$ cat src/common/rtcc_map.svh
`ifndef RTCC_MAP_SVH
`define RTCC_MAP_SVH

// register offsets
`define RTCC_OFS_SECOND 4'h0
`define RTCC_OFS_MINUTE 4'h1
`define RTCC_OFS_HOUR 4'h2
`define RTCC_OFS_WEEKDAY 4'h3
`define RTCC_OFS_MDAY 4'h4
`define RTCC_OFS_MONTH 4'h5
`define RTCC_OFS_YEAR 4'h6
`define RTCC_OFS_TRIM 4'h7

// field positions
`define RTCC_HOUR_PM_BIT 5
`define RTCC_CENTURY_BIT 7
`define RTCC_TRIM_INTERVAL_BIT 7
`define RTCC_TRIM_DIRECTION_BIT 6

// reset values
`define RTCC_TRIM_RST 8'h00
`define RTCC_TIME_RST 8'h00
`define RTCC_MDAY_RST 6'h01
`define RTCC_MONTH_RST 5'h01
`define RTCC_WEEKDAY_RST 3'h0

// calendar limits
`define RTCC_SEC_LAST 7'h59
`define RTCC_MIN_LAST 7'h59
`define RTCC_HOUR24_LAST 6'h23
`define RTCC_HOUR12_MIDNIGHT 5'h12
`define RTCC_HOUR12_ELEVEN 5'h11
`define RTCC_WEEKDAY_LAST 3'h6
`define RTCC_MONTH_LAST 5'h12
`define RTCC_YEAR_LAST 8'h99

// timing
`define RTCC_CLK_PERIOD_NS 5
`define RTCC_ALARM_DELAY_NS 31000
`define RTCC_ALARM_DELAY_CYC ((`RTCC_ALARM_DELAY_NS + `RTCC_CLK_PERIOD_NS - 1) / `RTCC_CLK_PERIOD_NS)
`define RTCC_PRESCALE_DIV 32768
`define RTCC_PRESCALE_W 15
`define RTCC_ALARM_CNT_W 16

`endif

$ cat src/common/rtcc_pkg.sv
`include "rtcc_map.svh"

package rtcc_pkg;

  typedef enum logic [0:0] {
    RTCC_AL_IDLE = 1'b0,
    RTCC_AL_DELAY = 1'b1
  } rtcc_alarm_state_e;

  typedef struct packed {
    rtcc_alarm_state_e state;
    logic [`RTCC_ALARM_CNT_W-1:0] cnt;
    logic match_d;
    logic flag;
  } rtcc_alarm_s;

  typedef struct packed {
    logic [`RTCC_PRESCALE_W-1:0] presc;
    logic [6:0] second;
    logic [6:0] minute;
    logic [5:0] hour;
    logic [2:0] weekday;
    logic [5:0] mday;
    logic [4:0] month;
    logic century;
    logic [7:0] year;
    logic [7:0] trim;
    logic power_on_flag;
    logic [7:0] rdata;
  } rtcc_core_s;

endpackage

$ cat src/rtl/rtcc_alarm.sv
`timescale 1ns/1ps
`include "rtcc_map.svh"

module rtcc_alarm
  import rtcc_pkg::*;
#(
  parameter int unsigned DELAY_CYC = `RTCC_ALARM_DELAY_CYC
) (
  input wire logic clk_sys_i,
  input wire logic reset_n_i,
  input wire logic enable_i,
  input wire logic match_i,
  input wire logic flag_wr0_i,
  output logic flag_o
);

  localparam logic [`RTCC_ALARM_CNT_W-1:0] DELAY_LOAD = `RTCC_ALARM_CNT_W'(DELAY_CYC - 1);

  rtcc_alarm_s st_r;
  rtcc_alarm_s st_nxt;

  always_comb begin
    st_nxt = st_r;
    st_nxt.match_d = match_i;
    if (flag_wr0_i) begin
      st_nxt.flag = 1'b0;
    end
    unique case (st_r.state)
      RTCC_AL_IDLE: begin
        // new match only on the rising edge, so one preset time fires once
        if (enable_i && match_i && !st_r.match_d) begin
          st_nxt.state = RTCC_AL_DELAY;
          st_nxt.cnt = DELAY_LOAD;
        end
      end
      RTCC_AL_DELAY: begin
        if (st_r.cnt == '0) begin
          st_nxt.state = RTCC_AL_IDLE;
          st_nxt.flag = 1'b1;
        end else begin
          st_nxt.cnt = st_r.cnt - 1'b1;
        end
      end
    endcase
    if (!enable_i) begin
      st_nxt.state = RTCC_AL_IDLE;
      st_nxt.flag = 1'b0;
    end
  end

  always_ff @(posedge clk_sys_i or negedge reset_n_i) begin
    if (!reset_n_i) begin
      st_r <= '{state: RTCC_AL_IDLE, cnt: '0, match_d: 1'b0, flag: 1'b0};
    end else begin
      st_r <= st_nxt;
    end
  end

  assign flag_o = st_r.flag & enable_i;

endmodule // rtcc_alarm

$ cat src/rtl/rtcc_core.sv
`timescale 1ns/1ps
`include "rtcc_map.svh"

module rtcc_core
  import rtcc_pkg::*;
#(
  parameter int unsigned ALARM_DELAY_CYC = `RTCC_ALARM_DELAY_CYC,
  parameter int unsigned PRESCALE_DIV = `RTCC_PRESCALE_DIV
) (
  input wire logic clk_sys_i,
  input wire logic reset_n_i,
  input wire logic tick_32k_i,
  input wire logic [3:0] reg_addr_i,
  input wire logic reg_wr_i,
  input wire logic reg_rd_i,
  input wire logic [7:0] reg_wdata_i,
  input wire logic hour_mode_24_i,
  input wire logic weekly_alarm_enable_i,
  input wire logic daily_alarm_enable_i,
  input wire logic weekly_alarm_match_i,
  input wire logic daily_alarm_match_i,
  input wire logic weekly_alarm_flag_wr0_i,
  input wire logic daily_alarm_flag_wr0_i,
  input wire logic power_on_detect_i,
  input wire logic power_on_flag_wr0_i,
  output logic [7:0] reg_rdata_o,
  output logic [6:0] minute_o,
  output logic [5:0] hour_o,
  output logic [2:0] weekday_o,
  output logic second_tick_o,
  output logic weekly_alarm_flag_o,
  output logic daily_alarm_flag_o,
  output logic power_on_flag_o,
  output logic irq_out_n_o
);

  localparam logic [`RTCC_PRESCALE_W-1:0] PRESC_LAST = `RTCC_PRESCALE_W'(PRESCALE_DIV - 1);

  // two-digit BCD increment, digit carry at 9
  function automatic logic [7:0] bcd_inc(input logic [7:0] v);
    logic [7:0] r;
    if (v[3:0] == 4'h9) begin
      r = {v[7:4] + 4'h1, 4'h0};
    end else begin
      r = {v[7:4], v[3:0] + 4'h1};
    end
    return r;
  endfunction

  // BCD year divisible by four, 00 included
  function automatic logic is_leap(input logic [7:0] y);
    logic r;
    if (y[4]) begin
      r = (y[3:0] == 4'h2) || (y[3:0] == 4'h6);
    end else begin
      r = (y[3:0] == 4'h0) || (y[3:0] == 4'h4) || (y[3:0] == 4'h8);
    end
    return r;
  endfunction

  // last day of a BCD month
  function automatic logic [5:0] month_last(input logic [4:0] m, input logic leap);
    logic [5:0] r;
    unique case (m)
      5'h02: r = leap ? 6'h29 : 6'h28;
      5'h04, 5'h06, 5'h09, 5'h11: r = 6'h30;
      default: r = 6'h31;
    endcase
    return r;
  endfunction

  rtcc_core_s st_r;
  rtcc_core_s st_nxt;
  logic sec_tick;
  logic weekly_flag;
  logic daily_flag;

  assign sec_tick = tick_32k_i && (st_r.presc == PRESC_LAST);

  always_comb begin
    logic c_sec;
    logic c_min;
    logic c_hour;
    logic c_day;
    logic c_mon;
    logic [7:0] tmp;
    logic [4:0] h12;
    c_sec = 1'b0;
    c_min = 1'b0;
    c_hour = 1'b0;
    c_day = 1'b0;
    c_mon = 1'b0;
    tmp = 8'h00;
    h12 = 5'h00;
    st_nxt = st_r;

    if (tick_32k_i) begin
      st_nxt.presc = sec_tick ? '0 : st_r.presc + 1'b1;
    end

    if (sec_tick) begin
      if (st_r.second == `RTCC_SEC_LAST) begin
        st_nxt.second = '0;
        c_sec = 1'b1;
      end else begin
        tmp = bcd_inc({1'b0, st_r.second});
        st_nxt.second = tmp[6:0];
      end
    end

    if (c_sec) begin
      if (st_r.minute == `RTCC_MIN_LAST) begin
        st_nxt.minute = '0;
        c_min = 1'b1;
      end else begin
        tmp = bcd_inc({1'b0, st_r.minute});
        st_nxt.minute = tmp[6:0];
      end
    end

    if (c_min) begin
      if (hour_mode_24_i) begin
        // bit 5 is the tens-two digit here
        if (st_r.hour == `RTCC_HOUR24_LAST) begin
          st_nxt.hour = '0;
          c_hour = 1'b1;
        end else begin
          tmp = bcd_inc({2'b00, st_r.hour});
          st_nxt.hour = tmp[5:0];
        end
      end else begin
        // bit 5 is PM, low five bits run 12,01..11
        h12 = st_r.hour[4:0];
        if (h12 == `RTCC_HOUR12_MIDNIGHT) begin
          st_nxt.hour = {st_r.hour[`RTCC_HOUR_PM_BIT], 5'h01};
        end else if (h12 == `RTCC_HOUR12_ELEVEN) begin
          st_nxt.hour = {~st_r.hour[`RTCC_HOUR_PM_BIT], `RTCC_HOUR12_MIDNIGHT};
          c_hour = st_r.hour[`RTCC_HOUR_PM_BIT];
        end else begin
          tmp = bcd_inc({3'b000, h12});
          st_nxt.hour = {st_r.hour[`RTCC_HOUR_PM_BIT], tmp[4:0]};
        end
      end
    end

    if (c_hour) begin
      if (st_r.weekday == `RTCC_WEEKDAY_LAST) begin
        st_nxt.weekday = '0;
      end else begin
        st_nxt.weekday = st_r.weekday + 3'h1;
      end
      if (st_r.mday == month_last(st_r.month, is_leap(st_r.year))) begin
        st_nxt.mday = `RTCC_MDAY_RST;
        c_day = 1'b1;
      end else begin
        tmp = bcd_inc({2'b00, st_r.mday});
        st_nxt.mday = tmp[5:0];
      end
    end

    if (c_day) begin
      if (st_r.month == `RTCC_MONTH_LAST) begin
        st_nxt.month = `RTCC_MONTH_RST;
        c_mon = 1'b1;
      end else begin
        tmp = bcd_inc({3'b000, st_r.month});
        st_nxt.month = tmp[4:0];
      end
    end

    if (c_mon) begin
      if (st_r.year == `RTCC_YEAR_LAST) begin
        st_nxt.year = '0;
        st_nxt.century = ~st_r.century;
      end else begin
        st_nxt.year = bcd_inc(st_r.year);
      end
    end

    // host writes take priority over a carry in the same cycle
    if (reg_wr_i) begin
      unique case (reg_addr_i)
        `RTCC_OFS_SECOND: begin
          st_nxt.second = reg_wdata_i[6:0];
          st_nxt.presc = '0;
        end
        `RTCC_OFS_MINUTE: st_nxt.minute = reg_wdata_i[6:0];
        `RTCC_OFS_HOUR: st_nxt.hour = reg_wdata_i[5:0];
        `RTCC_OFS_WEEKDAY: st_nxt.weekday = reg_wdata_i[2:0];
        `RTCC_OFS_MDAY: st_nxt.mday = reg_wdata_i[5:0];
        `RTCC_OFS_MONTH: begin
          st_nxt.month = reg_wdata_i[4:0];
          st_nxt.century = reg_wdata_i[`RTCC_CENTURY_BIT];
        end
        `RTCC_OFS_YEAR: st_nxt.year = reg_wdata_i;
        `RTCC_OFS_TRIM: st_nxt.trim = reg_wdata_i;
        default: st_nxt.trim = st_nxt.trim;
      endcase
    end

    if (power_on_flag_wr0_i) begin
      st_nxt.power_on_flag = 1'b0;
    end
    // detection wins over a clear in the same cycle
    if (power_on_detect_i) begin
      st_nxt.power_on_flag = 1'b1;
      st_nxt.trim = `RTCC_TRIM_RST;
    end

    if (reg_rd_i) begin
      unique case (reg_addr_i)
        `RTCC_OFS_SECOND: st_nxt.rdata = {1'b0, st_r.second};
        `RTCC_OFS_MINUTE: st_nxt.rdata = {1'b0, st_r.minute};
        `RTCC_OFS_HOUR: st_nxt.rdata = {2'b00, st_r.hour};
        `RTCC_OFS_WEEKDAY: st_nxt.rdata = {5'h00, st_r.weekday};
        `RTCC_OFS_MDAY: st_nxt.rdata = {2'b00, st_r.mday};
        `RTCC_OFS_MONTH: st_nxt.rdata = {st_r.century, 2'b00, st_r.month};
        `RTCC_OFS_YEAR: st_nxt.rdata = st_r.year;
        `RTCC_OFS_TRIM: st_nxt.rdata = st_r.trim;
        default: st_nxt.rdata = 8'h00;
      endcase
    end
  end

  always_ff @(posedge clk_sys_i or negedge reset_n_i) begin
    if (!reset_n_i) begin
      st_r.presc <= '0;
      st_r.second <= '0;
      st_r.minute <= '0;
      st_r.hour <= '0;
      st_r.weekday <= `RTCC_WEEKDAY_RST;
      st_r.mday <= `RTCC_MDAY_RST;
      st_r.month <= `RTCC_MONTH_RST;
      st_r.century <= 1'b0;
      st_r.year <= `RTCC_TIME_RST;
      st_r.trim <= `RTCC_TRIM_RST;
      st_r.power_on_flag <= 1'b1;
      st_r.rdata <= 8'h00;
    end else begin
      st_r <= st_nxt;
    end
  end

  rtcc_alarm #(
    .DELAY_CYC(ALARM_DELAY_CYC)
  ) u_weekly_alarm (
    .clk_sys_i(clk_sys_i),
    .reset_n_i(reset_n_i),
    .enable_i(weekly_alarm_enable_i),
    .match_i(weekly_alarm_match_i),
    .flag_wr0_i(weekly_alarm_flag_wr0_i),
    .flag_o(weekly_flag)
  );

  rtcc_alarm #(
    .DELAY_CYC(ALARM_DELAY_CYC)
  ) u_daily_alarm (
    .clk_sys_i(clk_sys_i),
    .reset_n_i(reset_n_i),
    .enable_i(daily_alarm_enable_i),
    .match_i(daily_alarm_match_i),
    .flag_wr0_i(daily_alarm_flag_wr0_i),
    .flag_o(daily_flag)
  );

  assign weekly_alarm_flag_o = weekly_flag;
  assign daily_alarm_flag_o = daily_flag;
  assign irq_out_n_o = ~(weekly_flag | daily_flag);
  assign reg_rdata_o = st_r.rdata;
  assign minute_o = st_r.minute;
  assign hour_o = st_r.hour;
  assign weekday_o = st_r.weekday;
  assign second_tick_o = sec_tick;
  assign power_on_flag_o = st_r.power_on_flag;

endmodule // rtcc_core

$ cat config.mk
export PLATFORM = sky130hd
export DESIGN_NAME = rtcc_core
export DESIGN_NICKNAME = d
export VERILOG_FILES = /design/src/common/rtcc_pkg.sv /design/src/rtl/rtcc_alarm.sv /design/src/rtl/rtcc_core.sv
export VERILOG_INCLUDE_DIRS = /design/src /design/src/common
export SDC_FILE = /design/constraint.sdc
export NUM_CORES = 1
export LEC_CHECK = 0
export BUFFER_PORTS_ARGS = -buffer_cell sky130_fd_sc_hd__clkbuf_2
export CORE_AREA = 4 4 132 134
export DETAILED_ROUTE_END_ITERATION = 7
export DIE_AREA = 0 0 136 138
export GPL_TIMING_DRIVEN = 0
export SLEW_MARGIN = 30
export SYNTH_ARGS = -nofsm -noshare
export SYNTH_HDL_FRONTEND = slang
export SYNTH_HIERARCHICAL = 1
export SYNTH_SLANG_ARGS = --single-unit
$ cat constraint.sdc
create_clock -name clk_sys_i -period 7.68 [get_ports clk_sys_i]
set_clock_uncertainty 0.1 [all_clocks]
set_input_delay 1.536 -clock clk_sys_i [delete_from_list [all_inputs] [get_ports clk_sys_i]]
set_output_delay 1.536 -clock clk_sys_i [all_outputs]
set_load 0.01 [all_outputs]
Word-level counts from Yosys, hierarchy flattened. Cells that the tools add are included.

Register bits: 113. Output and inout port bits: 29. Logic and storage cells: 176. Input port bits: 26.

Reductions and logical operators: 21. Bitwise operators: 8. $add $sub $neg: 17. Mux-type cells: 74. Eq/ne operators: 36.

Operators by type and width (number): 6-bit two-way mux (12); 17-bit case mux with 2 select lines (2); 66-bit two-way mux (1); 8-bit case mux with 8 select lines (1); 7-bit two-way mux (7); 17-bit two-way mux (2); 16-bit logical NOT (2); 16-bit two-way mux (2); 8-bit two-way mux (4); 16-bit by 1-bit subtractor with 16-bit output, second input constant (2); 1-bit two-way mux (30); 15-bit two-way mux (2); 4-bit by 1-bit adder with 4-bit output, second input constant (7); 4-bit == test, second input constant (7); 9-bit two-way mux (3); 4-bit by 3-bit == test with 1-bit output, second input constant (6); 22-bit two-way mux (1); 5-bit == test, second input constant (4); 5-bit two-way mux (4); 15-bit by 1-bit adder with 15-bit output, second input constant (1); 15-bit == test, second input constant (1); 7-bit == test, second input constant (2); 4-bit by 2-bit == test with 1-bit output, second input constant (3); 5-bit by 3-bit == test with 1-bit output, second input constant (2); other kinds (24) (48).

Longest topological paths before layout.
Depth after elaboration: 17. Gate-level depth with buffers: 12. Mapped depth without buffers: 9.

Cells and area by module. Netlist, hierarchy kept.

By module, submodules not included: rtcc_core (sequential area each 1880.6 um2, area each 5049.8 um2, cells an instance 593, instances 1); rtcc_alarm (sequential area each 475.5 um2, area each 1054.8 um2, cells an instance 106, instances 2).

Worst setup path before layout. Ideal clock, no wire load.

Path kind: input to output. Start point: input tick_32k_i. End point: output second_tick_o. Arrival time: 2.428 ns. Slack: 3.616 ns. Data required time: 6.044 ns. Buffers on the path: 0. Stages: 4. Cell sequence: nand4_2 -> nor2_1 -> nand3_1 -> inv_1.

Cells in the longest elaborated chain, start to end: 1.

Ends and longest elaborated chain: start, declared (line rtcc_core.sv:12) `input wire logic tick_32k_i,`; 1-bit logical AND (line rtcc_core.sv:78) `assign sec_tick = tick_32k_i && (st_r.presc == PRESC_LAST);`; end, declared (line rtcc_core.sv:30) `output logic second_tick_o,`.

No other way between the ends.

Worst setup path in the final report. Same ends and word-level chain as after synthesis.

==> reports/summary.txt <==
Post-synth EDFFs - 0
Hold Buf Count CTS - 0
Clk_lat worst skew - 420 ps
Internal cell power - 1320 µW
Slew Viols, Final - 0
# diodes - 0
Worst-margin pin slew - 969 ps
Hold Path Sink - u_weekly_alarm/st_r[17]$_DFFE_PN0P_
Dpl hpwl - 12800 µm
Yosys warning total - 6
Starting Density - 0.440
Largest net degree at the start of global routing - 77
Synth Register Bits - 113
PD cells - 231 nW/µm²
Worst r2r path cells - 10
Layout cells sized above 1 - 0.167
Clk slew on worst S/H paths - 50 ps
Sw Ratio - 0.312
Placed instance count - 1075
Initial antenna violation count - 0
Max cap viols - 0
Ys async rst share - 1.00
Sequential Power Share - 0.404
Die Span Y - 138 µm
Final Critical Period - 4530 ps
Syn_nets - 848
Post-Synth Simple-Gate Area - 0.258
Input/output buffers - 49
Post-Syn Area - 7160 µm²
RSZ-0062 raised after global routing - false
Terminus of the critical flop-to-flop path - st_r[23]$_DFF_PN0_
Critical-path maximum fanout - 10
First-pass GRT wire length - 29500 µm
Worst Setup End Kind - output pin
Grt ovf - 0
Total CTS buffers - 17
1st-pass router iterations - 5
Worst VDD drop - 0.000159 V
Die Width - 136 µm
Post-CTS setup repair buffer count - 0
CTS tree - yes
Drt initial violations - 382
Final Util - 0.509
Number of cells on the worst hold path - 1
Avg Synthesized Cell Area - 8.89 µm²
Clock share of power - 0.399
Post_cts resized - 0
CTS root buffer - clkbuf_16
Logic pwr share - 0.197
CTS max path bufs - 2
Origin of the critical flop-to-flop path - st_r[60]$_DFF_PN0_
Number of global-route vias before repair - 5631
Final WL - 17900 µm
Commonest non-fill, non-tap cell in the layout - dfrtp_1
Yosys cell types - 69
Leakage power total - 0.00362 µW
Fmax - 221 MHz
Top FF cell, synth - dfrtp_1
Final Cycle Share - 0.590
Row count - 47
CTS Sinks - 113
Outcome - finished, final reports clean
Worst Path Arrival - 2900 ps
Final antenna-violating net count - 0
Startpoint types - primary input
Die area - 18800 µm²
Synth Area in Adders - 0.0297
Xor/xnor share of the synthesized area - 0.0294
Combinational family with the most area after synthesis - simple AND/OR/NAND/NOR gates
Vias per Instance - 5.49
Post-synthesis mux area share - 0.0675
Crit Path Category - in2out
# DRC - 0
Min-delay worst type - reg2reg
Net Switching - 597 µW
Final setup viols - 0
Final-stage net count - 917
Setup_tns - 0 ps
Synth-to-Final Area Change - 15.8%
Io pins - 55
R2R setup slack - 4600 ps
CP Data Required Time - 6040 ps
Vias - 6079
Final std cells w/o fill - 1107
Synth Area in Compound Gates - 0.154
All-Layer GR Usage - 0.197
Part of the Yosys area used for sequential elements - 0.395
Hold Fails Final Rpt - 0
Wire per inst - 16.2 µm
Min-delay src - u_weekly_alarm/st_r[17]$_DFFE_PN0P_
Core ar. - 16300 µm²
Cell count after synthesis - 805
Commonest cells after routing, fill and taps aside - 110 x dfrtp_1, 79 x nand2_1, 75 x nor2_1
GP Congestion - 0.852
Worst slew margin - 0.352
H-tree level count - 4
## metrics by stage
stage / hold slack (ps) / worst slack [ps] / area, µm² / power [µW]
3_3_place_gp: 375 / 3130 / 7680 / 1150
4_1_cts: 394 / 3140 / 8290 / 1930
5_1_grt: 411 / 2970 / 8290 / 2020
2_1_floorplan: 350 / 3620 / 7160 / 1020
6_report: 392 / 3150 / 8290 / 1910
3_5_place_dp: 384 / 3140 / 7720 / 1160
## power groups by stage
stage	clock network, µW	logic, µW	registers [µW]
2_1_floorplan	0	275	748
3_3_place_gp	0	369	781
3_5_place_dp	0	377	780
4_1_cts	780	378	771
5_1_grt	805	424	786
6_report	763	376	773
## Yosys cell counts, types with 6 or more instances
cell type | count | area share
and2_1 | 18 | 0.016
nand3_1 | 34 | 0.024
xnor2_1 | 9 | 0.011
ha_1 | 17 | 0.030
nor4_1 | 9 | 0.0079
o31ai_1 | 9 | 0.0094
buf_1 | 7 | 0.0037
inv_1 | 34 | 0.018
nand2b_1 | 11 | 0.0096
nor2_1 | 75 | 0.039
a31oi_1 | 12 | 0.010
a21oi_1 | 36 | 0.025
dfrtp_1 | 110 | 0.38
xor2_1 | 15 | 0.018
mux2i_1 | 37 | 0.052
nand4_1 | 14 | 0.012
buf_4 | 26 | 0.027
buf_2 | 6 | 0.0042
nor2b_1 | 11 | 0.0096
or3_1 | 6 | 0.0052
nor3_1 | 15 | 0.010
nand2_1 | 79 | 0.041
clkbuf_1 | 24 | 0.013
and3_1 | 7 | 0.0061
o21ai_0 | 58 | 0.041
o22ai_1 | 9 | 0.0079
## cell type report
class                      instances  area [µm²]
fill                            1584        8000
multi-input combinational        595        3860
sequential                       113        2830
clock buffer                      21         470
buffer                            63         342
timing repair buffer              50         282
tap                              220         275
inverter                          34         128
clock inverter                    11         106
## worst max-delay path, stage by stage
cell	delay, ps
clkbuf_2	150
nand4_2	180
nor2_1	370
nand3_1	390
inv_1	120
clkbuf_2	140
## how the worst max path moves through the flow
stage | from | to | slack, ps | cells after the start
after global routing | tick_32k_i | second_tick_o | 2970 | 6
after CTS | tick_32k_i | second_tick_o | 3140 | 6
after floorplan | tick_32k_i | second_tick_o | 3620 | 4
after detailed placement | tick_32k_i | second_tick_o | 3140 | 6
after global placement | tick_32k_i | second_tick_o | 3130 | 6
final | tick_32k_i | second_tick_o | 3150 | 6
## cells by family (layout without fill, tap and decap cells)
kind of cell,count (synthesis),count (layout)
buffers and inverters,97,179
xor gates and xnor gates,24,24
and+or+nand+nor,336,336
adders and majority gates,17,17
DFF,113,113
AOI/OAI and AO/OA,175,175
muxes,43,43
## routing by layer
metal,up-vias,share of wire,global-route usage
li1,3015,-,-
met1,2933,0.49,0.279
met2,122,0.47,0.307
met5,-,0,0
met3,9,0.040,0.0422
met4,0,0.0066,0.0477
## registers in the layout, indices dropped and copies added, names as in the netlist
name	flops
power_on_flag_o	1
hour_o	6
st_r	50
weekday_o	3
u_weekly_alarm/st_r	19
reg_rdata_o	8
u_daily_alarm/st_r	19
minute_o	7
Power figures use the tool's default switching activity.
